===== config.mk =====
export PLATFORM = sky130hd
export DESIGN_NAME = spvcr_regs
export DESIGN_NICKNAME = d
export VERILOG_FILES = /design/src/rtl/spvcr_pkg.sv /design/src/rtl/spvcr_regs.sv
export VERILOG_INCLUDE_DIRS = /design/src /design/src/rtl
export SDC_FILE = /design/constraint.sdc
export NUM_CORES = 1
export LEC_CHECK = 0
export BUFFER_PORTS_ARGS = -buffer_cell sky130_fd_sc_hd__buf_2
export CAP_MARGIN = 10
export CORE_ASPECT_RATIO = 0.9
export CORE_MARGIN = 5
export CORE_UTILIZATION = 45
export CTS_CLUSTER_DIAMETER = 100
export DETAILED_ROUTE_END_ITERATION = 8
export MAX_ROUTING_LAYER = met4
export PLACE_DENSITY = 0.8
export SYNTH_ARGS = -nofsm -noshare
export SYNTH_HDL_FRONTEND = slang
export SYNTH_SLANG_ARGS = --single-unit
export TNS_END_PERCENT = 20

===== constraint.sdc =====
create_clock -name clk_i -period 9.1 [get_ports clk_i]
set_clock_uncertainty 0.1 [all_clocks]
set_input_delay 0.91 -clock clk_i [delete_from_list [all_inputs] [get_ports clk_i]]
set_output_delay 0.91 -clock clk_i [all_outputs]
set_load 0.005 [all_outputs]

===== src/rtl/spvcr_defines.svh =====
// offsets, field positions, reset values for the port config bank
// assumes inclusion by bare name from rtl/
`ifndef SPVCR_DEFINES_SVH
`define SPVCR_DEFINES_SVH
`define SPVCR_OFF_PHY_LANE_MODE_AND_DELTA 8'h90
`define SPVCR_OFF_PHY_TX_MARGIN_RX_EQ 8'h94
`define SPVCR_OFF_STRAP_MODE_AND_REFCLK 8'h98
`define SPVCR_OFF_SUBSYSTEM_CAP_HEADER 8'hb0
`define SPVCR_OFF_SUBSYSTEM_IDENT 8'hb4
`define SPVCR_OFF_GENERAL_PIN_CONTROL 8'hb8
`define SPVCR_RST_LANE_MODE 7'h00
`define SPVCR_RST_PHY_DELTA 17'h00001
`define SPVCR_RST_TX_MARGIN 16'h116b
`define SPVCR_RST_RX_EQ_UP 8'h86
`define SPVCR_RST_RX_EQ_DOWN 8'h00
`define SPVCR_RST_REFCLK_EN 4'hf
`define SPVCR_CAP_ID 8'h0d
`define SPVCR_CAP_NEXT 8'hc0
`define SPVCR_RST_IDENT 16'h0000
`define SPVCR_GPIO_PINS 3
`define SPVCR_GPIO_STRIDE 4
`endif


===== src/rtl/spvcr_pkg.sv =====
// types for the port config bank
// assumes no other package
package spvcr_pkg;
  typedef struct packed {
    logic scan;
    logic [2:0] package_select_field;
    logic indicator_a;
    logic debug;
    logic fast;
    logic quiescent_current_test_n;
    logic serial_rom_skip;
  } spvcr_mode_s;
  typedef struct packed {
    logic valid;
    logic [7:0] offset;
    logic [31:0] data;
  } spvcr_load_s;
  typedef enum logic [1:0] {SPVCR_IDLE, SPVCR_LOADED} spvcr_ld_e;
endpackage


===== src/rtl/spvcr_regs.sv =====
// per-port vendor config register bank with default override load port
// assumes synchronous request inputs; loader port carries smbus/eeprom writes
//
// Operation
// [RULE_01] read-only lane mode in phy word bits 6:0, reset zero
// [RULE_02] read-only delta bits 31:15 reset one; bits 14:7 reserved
// [RULE_03] tx margin reset 116b; rx equaliser 86 upstream, zero downstream
// [RULE_04] mode word packs seven zeros then the strap indicators
// [RULE_05] bit 20 resets from powerdown strap; one disables refclk outputs
// [RULE_06] bits 19:16 enable each refclk output pair, reset all enabled
// [RULE_07] clock-buffer defaults overridable by strap, management bus or eeprom
// [RULE_08] capability id byte reads constant 0d
// [RULE_09] next pointer byte reads c0
// [RULE_10] subsystem vendor ident in bits 15:0, reset zero, loadable
// [RULE_11] subsystem device ident in bits 31:16, reset zero, loadable
// [RULE_12] general pin control exists only on upstream port
// [RULE_13] input bits 0,4,8 reflect current pin levels
// [RULE_14] direction bits 1,5,9: one output, reset input
// [RULE_15] output value bits 2,6,10 drive pins when output
// [RULE_16] reserved bits read zero; writes to read-only fields ignored
`timescale 1ns/100ps
`default_nettype none
`include "spvcr_defines.svh"
module spvcr_regs #(
  parameter bit UPSTREAM = 1'b1
) (
  // clock and reset
  input wire logic clk_i,
  input wire logic arst_n_i,
  // straps
  input wire spvcr_pkg::spvcr_mode_s mode_straps_i,
  input wire logic refclk_buffer_powerdown_strap_i,
  // software register access
  input wire logic rd_i,
  input wire logic wr_i,
  input wire logic [7:0] addr_i,
  input wire logic [31:0] wdata_i,
  output logic [31:0] rdata_o,
  output logic rvalid_o,
  // default override from management bus or eeprom loader
  input wire spvcr_pkg::spvcr_load_s load_i,
  // general purpose pins
  input wire logic [2:0] gpio_in_i,
  output logic [2:0] gpio_out_o,
  output logic [2:0] gpio_oe_o,
  // refclk control
  output logic refclk_global_disable_o,
  output logic [3:0] refclk_output_pair_en_o
);
  logic rst_s1_ff, rst_n_ff;
  always_ff @(posedge clk_i or negedge arst_n_i) begin
    if (!arst_n_i) begin
      rst_s1_ff <= 1'b0;
      rst_n_ff <= 1'b0;
    end else begin
      rst_s1_ff <= 1'b1;
      rst_n_ff <= rst_s1_ff;
    end
  end

  logic strap_taken_ff;
  logic [6:0] lane_mode_ff;
  logic [16:0] phy_delta_ff;
  logic [15:0] tx_margin_ff;
  logic [7:0] rx_eq_ff;
  logic refclk_pd_ff;
  logic [3:0] refclk_en_ff;
  logic [15:0] vendor_ident_ff;
  logic [15:0] device_ident_ff;
  spvcr_pkg::spvcr_mode_s mode_ff;
  logic [2:0] dir_ff, outv_ff, pin_in_ff;
  wire logic ld_ok = load_i.valid;

  // loader overrides defaults; software cannot write these fields
  always_ff @(posedge clk_i or negedge rst_n_ff) begin
    if (!rst_n_ff) begin
      lane_mode_ff <= `SPVCR_RST_LANE_MODE; // [RULE_01]
      phy_delta_ff <= `SPVCR_RST_PHY_DELTA; // [RULE_02]
      tx_margin_ff <= `SPVCR_RST_TX_MARGIN; // [RULE_03]
      rx_eq_ff <= UPSTREAM ? `SPVCR_RST_RX_EQ_UP : `SPVCR_RST_RX_EQ_DOWN; // [RULE_03]
      vendor_ident_ff <= `SPVCR_RST_IDENT; // [RULE_10]
      device_ident_ff <= `SPVCR_RST_IDENT; // [RULE_11]
    end else if (ld_ok) begin
      if (load_i.offset == `SPVCR_OFF_PHY_LANE_MODE_AND_DELTA) begin
        lane_mode_ff <= load_i.data[6:0];
        phy_delta_ff <= load_i.data[31:15];
      end
      if (load_i.offset == `SPVCR_OFF_PHY_TX_MARGIN_RX_EQ) begin
        tx_margin_ff <= load_i.data[15:0];
        if (UPSTREAM) begin
          rx_eq_ff <= load_i.data[23:16];
        end
      end
      if (load_i.offset == `SPVCR_OFF_SUBSYSTEM_IDENT) begin
        vendor_ident_ff <= load_i.data[15:0]; // [RULE_10]
        device_ident_ff <= load_i.data[31:16]; // [RULE_11]
      end
    end
  end

  // powerdown strap caught on the first clock after reset release; mode straps sampled every clock
  always_ff @(posedge clk_i or negedge rst_n_ff) begin
    if (!rst_n_ff) begin
      strap_taken_ff <= 1'b0;
      refclk_pd_ff <= 1'b0;
      refclk_en_ff <= `SPVCR_RST_REFCLK_EN; // [RULE_06]
      mode_ff <= '0;
    end else begin
      strap_taken_ff <= 1'b1;
      mode_ff <= mode_straps_i; // [RULE_04]
      if (!strap_taken_ff) begin
        refclk_pd_ff <= refclk_buffer_powerdown_strap_i; // [RULE_05] [RULE_07]
      end else if (ld_ok && load_i.offset == `SPVCR_OFF_STRAP_MODE_AND_REFCLK) begin
        refclk_pd_ff <= load_i.data[20]; // [RULE_07]
        refclk_en_ff <= load_i.data[19:16]; // [RULE_07]
      end
    end
  end

  always_ff @(posedge clk_i or negedge rst_n_ff) begin
    if (!rst_n_ff) begin
      refclk_global_disable_o <= 1'b0;
      refclk_output_pair_en_o <= 4'h0;
    end else begin
      refclk_global_disable_o <= refclk_pd_ff; // [RULE_05]
      refclk_output_pair_en_o <= refclk_pd_ff ? 4'h0 : refclk_en_ff; // [RULE_05] [RULE_06]
    end
  end

  // general pin control, software writable direction and value
  wire logic gpio_wr = wr_i && UPSTREAM && addr_i == `SPVCR_OFF_GENERAL_PIN_CONTROL; // [RULE_12]
  always_ff @(posedge clk_i or negedge rst_n_ff) begin
    if (!rst_n_ff) begin
      dir_ff <= 3'h0; // [RULE_14]
      outv_ff <= 3'h0;
      pin_in_ff <= 3'h0;
      gpio_out_o <= 3'h0;
      gpio_oe_o <= 3'h0;
    end else begin
      pin_in_ff <= gpio_in_i; // [RULE_13]
      if (gpio_wr) begin
        for (int i = 0; i < `SPVCR_GPIO_PINS; i++) begin
          dir_ff[i] <= wdata_i[i*`SPVCR_GPIO_STRIDE+1]; // [RULE_14]
          outv_ff[i] <= wdata_i[i*`SPVCR_GPIO_STRIDE+2]; // [RULE_15]
        end
      end
      gpio_oe_o <= dir_ff; // [RULE_15]
      gpio_out_o <= outv_ff & dir_ff; // [RULE_15]
    end
  end

  // read mux; reserved and unmapped read zero
  logic [31:0] nxt_rdata;
  always_comb begin
    nxt_rdata = 32'h0; // [RULE_16]
    case (addr_i)
      `SPVCR_OFF_PHY_LANE_MODE_AND_DELTA: nxt_rdata = {phy_delta_ff, 8'h00, lane_mode_ff};
      `SPVCR_OFF_PHY_TX_MARGIN_RX_EQ: nxt_rdata = {8'h00, rx_eq_ff, tx_margin_ff};
      `SPVCR_OFF_STRAP_MODE_AND_REFCLK:
        nxt_rdata = {11'h000, refclk_pd_ff, refclk_en_ff, 7'h00, mode_ff}; // [RULE_04]
      `SPVCR_OFF_SUBSYSTEM_CAP_HEADER:
        nxt_rdata = {16'h0000, `SPVCR_CAP_NEXT, `SPVCR_CAP_ID}; // [RULE_08] [RULE_09]
      `SPVCR_OFF_SUBSYSTEM_IDENT: nxt_rdata = {device_ident_ff, vendor_ident_ff};
      `SPVCR_OFF_GENERAL_PIN_CONTROL: begin
        if (UPSTREAM) begin // [RULE_12]
          for (int i = 0; i < `SPVCR_GPIO_PINS; i++) begin
            nxt_rdata[i*`SPVCR_GPIO_STRIDE] = pin_in_ff[i]; // [RULE_13]
            nxt_rdata[i*`SPVCR_GPIO_STRIDE+1] = dir_ff[i];
            nxt_rdata[i*`SPVCR_GPIO_STRIDE+2] = outv_ff[i];
          end
        end
      end
      default: nxt_rdata = 32'h0;
    endcase
  end

  always_ff @(posedge clk_i or negedge rst_n_ff) begin
    if (!rst_n_ff) begin
      rdata_o <= 32'h0;
      rvalid_o <= 1'b0;
    end else begin
      rvalid_o <= rd_i;
      rdata_o <= rd_i ? nxt_rdata : 32'h0;
    end
  end
endmodule
`default_nettype wire


==> results_dict.tcl <==
set metrics [dict create \
    outcome "finished clean" \
    drt_first_pass_iters 4 \
    ir_worst_vdd_uv 147 \
    via_count 3868 \
    grt_pass1_wl_um 22100 \
    first_iter_violations 276 \
    dp_hpwl_um 9060 \
    grt_max_degree 82 \
    die_area_um2 15900 \
    synth_area_um2 6070 \
    areaGrowthSynthToFinish_pct 20.2 \
    gp_congestion 0.795 \
    wirelength_um 13300 \
    fin_crit_sh 0.321 \
    rsz0062_at_grt "no" \
    path_clk_slew_ps 60 \
    ctsResizeCount 0 \
    cts.path.max_buffers 2 \
    synth_cell_types 40 \
    arrival_ps 3150 \
    root_buffer "clkbuf_16" \
    r2r_slack_ps 7040 \
    yosysSeqAreaShare 0.622 \
    fin_setup_tns_ps 0 \
    cp-start-kind "input pin" \
    worstPathRequired_ps 9330 \
    period_minus_slack_ps 2920 \
    antenna_found_initial 1 \
    hold_viol 0 \
    grt_usage 0.182 \
    fin_util 0.550 \
    start_util 0.458 \
    slew_headroom 0.200 \
    die_y_um 120 \
    cap_viol_max_count 0 \
    synth_cells 423 \
    holdWs_ps 167 \
    cts_setup_buffers 0 \
    grt_overflow 0 \
    maxSlewViolCount 0 \
    clkLatencyLatePin_ps 420 \
    first_global_vias 4231 \
    path_class "in2reg" \
    cpLargestDelayFamily "simple AND/OR/NAND/NOR gates" \
    avgSynthCellArea_um2 14.3 \
    yosysWarnings 0 \
    nNetsFinal 638 \
    slowest_stage "nor2_1" \
    portBuffers 115 \
    path_cells "buf_2 -> or4b_1 -> nor2_1 -> a22oi_1 -> nor2_1" \
    power_density_nw_per_um2 192 \
    wl_per_cell_um 18.4 \
    worst_pin_slew_ps 1190 \
    h-tree-depth 4 \
    place_ws_ps 5780 \
    path_buf_inv 1 \
    cpMostUsedCell "nor2_1" \
    cts_made_buffers 17 \
    min_path_type "in2async" \
    crit_path_max_fanout 24 \
    ant_nets 0 \
    synth-seq-cells 150 \
    fmax_mhz 342 \
    setup_viol 0 \
    drive_gt1_frac 0.505 \
    cts_tree "built" \
    holdBufCountCts 0 \
    vias_per_cell 5.36 \
    finalPower_w 0.00140 \
    coreArea_um2 13300 \
    drc 0 \
    critPathCaptureType "flop" \
    die_x_um 132 \
    critPathMaxStageDelay_ps 820 \
    io-pin-count 142 \
    leakage_nw 3.58 \
    worst_slack_ps 6180 \
    cts.sinks 150 \
    rows 40 \
]
[path summary, 6_finish.rpt]
check | startpoint | to | cells past startpoint
hold reg to reg | rst_s1_ff | rst_n_ff | 0
hold / removal | arst_n_i | rst_n_ff | 1
setup / recovery | addr_i[3] | rdata_o[18] | 5
min in group clk_i | rst_s1_ff | rst_n_ff | 0
setup reg to reg | rst_n_ff | outv_ff[0] | 1
max in group asynchronous | rst_n_ff | outv_ff[0] | 1
[metrics by stage]
| step | instance area, um^2 | cells |
|---|---|---|
| floorplan | 6070 | 424 |
| global placement | 6780 | 689 |
| detailed placement | 6780 | 689 |
| CTS | 7290 | 721 |
| global route | 7290 | 722 |
| finish | 7290 | 722 |
[state kept, by name, indices dropped and copies added, names as in the netlist, 3 cells and up]
register,cells
phy_delta_ff,17
rx_eq_ff,8
pin_in_ff,3
refclk_output_pair_en_o,4
mode_ff,9
dir_ff,3
gpio_oe_o,3
gpio_out_o,3
tx_margin_ff,16
rdata_o,32
outv_ff,3
device_ident_ff,16
lane_mode_ff,7
refclk_en_ff,4
vendor_ident_ff,16
[report_power, final]
part           internal [W]  switching (W)
Combinational     0.0000377      0.0000376
Clock              0.000361       0.000249
Sequential         0.000694      0.0000180
Total               0.00109       0.000305
[logic make-up after synthesis]
family	after synthesis	synth area share
DFF	150	0.622
other	1	0.000618
buffers and inverters	23	0.0214
AOI/OAI and AO/OA	47	0.0536
and+or+nand+nor	82	0.0817
muxes	120	0.221
[Yosys cell counts]
cell      instances  share of area
dfrtp_1         135           0.56
mux2_2          112           0.21
nor2_1           30          0.019
a22oi_1          20          0.025
dfstp_2          15          0.065
nand2_1          13         0.0080
mux2i_1           8          0.013
o21ai_0           8         0.0066
clkbuf_1          7         0.0043
nor3_1            7         0.0058
a21oi_1           6         0.0049
buf_4             6         0.0074
nand3_1           6         0.0049
and2_1            5         0.0052
nor2b_1           5         0.0052
a211oi_1          4         0.0049
a221oi_1          4         0.0058
buf_2             4         0.0033
nor4b_4           3          0.012
buf_1             2         0.0012
buf_6             2         0.0037
nand3b_1          2         0.0025
o221ai_1          2         0.0029
a31oi_1           1         0.0010
a32oi_1           1         0.0014
and4b_1           1         0.0016
clkbuf_2          1        0.00082
conb_1            1        0.00062
inv_1             1        0.00062
nand3_4           1         0.0029
nand4_1           1         0.0010
nand4b_1          1         0.0014
nor4_1            1         0.0010
nor4_4            1         0.0035
nor4b_1           1         0.0014
nor4b_2           1         0.0025
nor4bb_1          1         0.0016
o21bai_1          1         0.0012
or3_1             1         0.0010
or4b_1            1         0.0016
[cells in the final DEF, fill, tap and decap left out, types with 7 or more instances in the layout]
master,instances
dfrtp_1,134
buf_2,115
nor2_1,29
dfstp_2,15
o21ai_0,8
nor3_1,7
clkbuf_16,17
clkbuf_1,8
nand2_1,13
mux2_2,112
mux2i_1,8
a22oi_1,20
[per-layer routing]
layer	share of wire	vias to the layer above	global-route usage
li1	-	1761	-
met1	0.42	1984	0.220
met2	0.51	106	0.288
met3	0.055	17	0.0516
met4	0.017	0	0.0763
met5	0	-	-
[cell type report]
type | count | area, um^2
Fill cell | 1063 | 5970
Clock buffer | 27 | 483
Sequential cell | 150 | 3780
Tap cell | 168 | 210
Antenna cell | 1 | 2.50
Clock inverter | 5 | 28.8
Inverter | 1 | 3.75
Multi-Input combinational cell | 251 | 2180
Timing Repair Buffer | 119 | 606
Power figures use the tool's default switching activity.
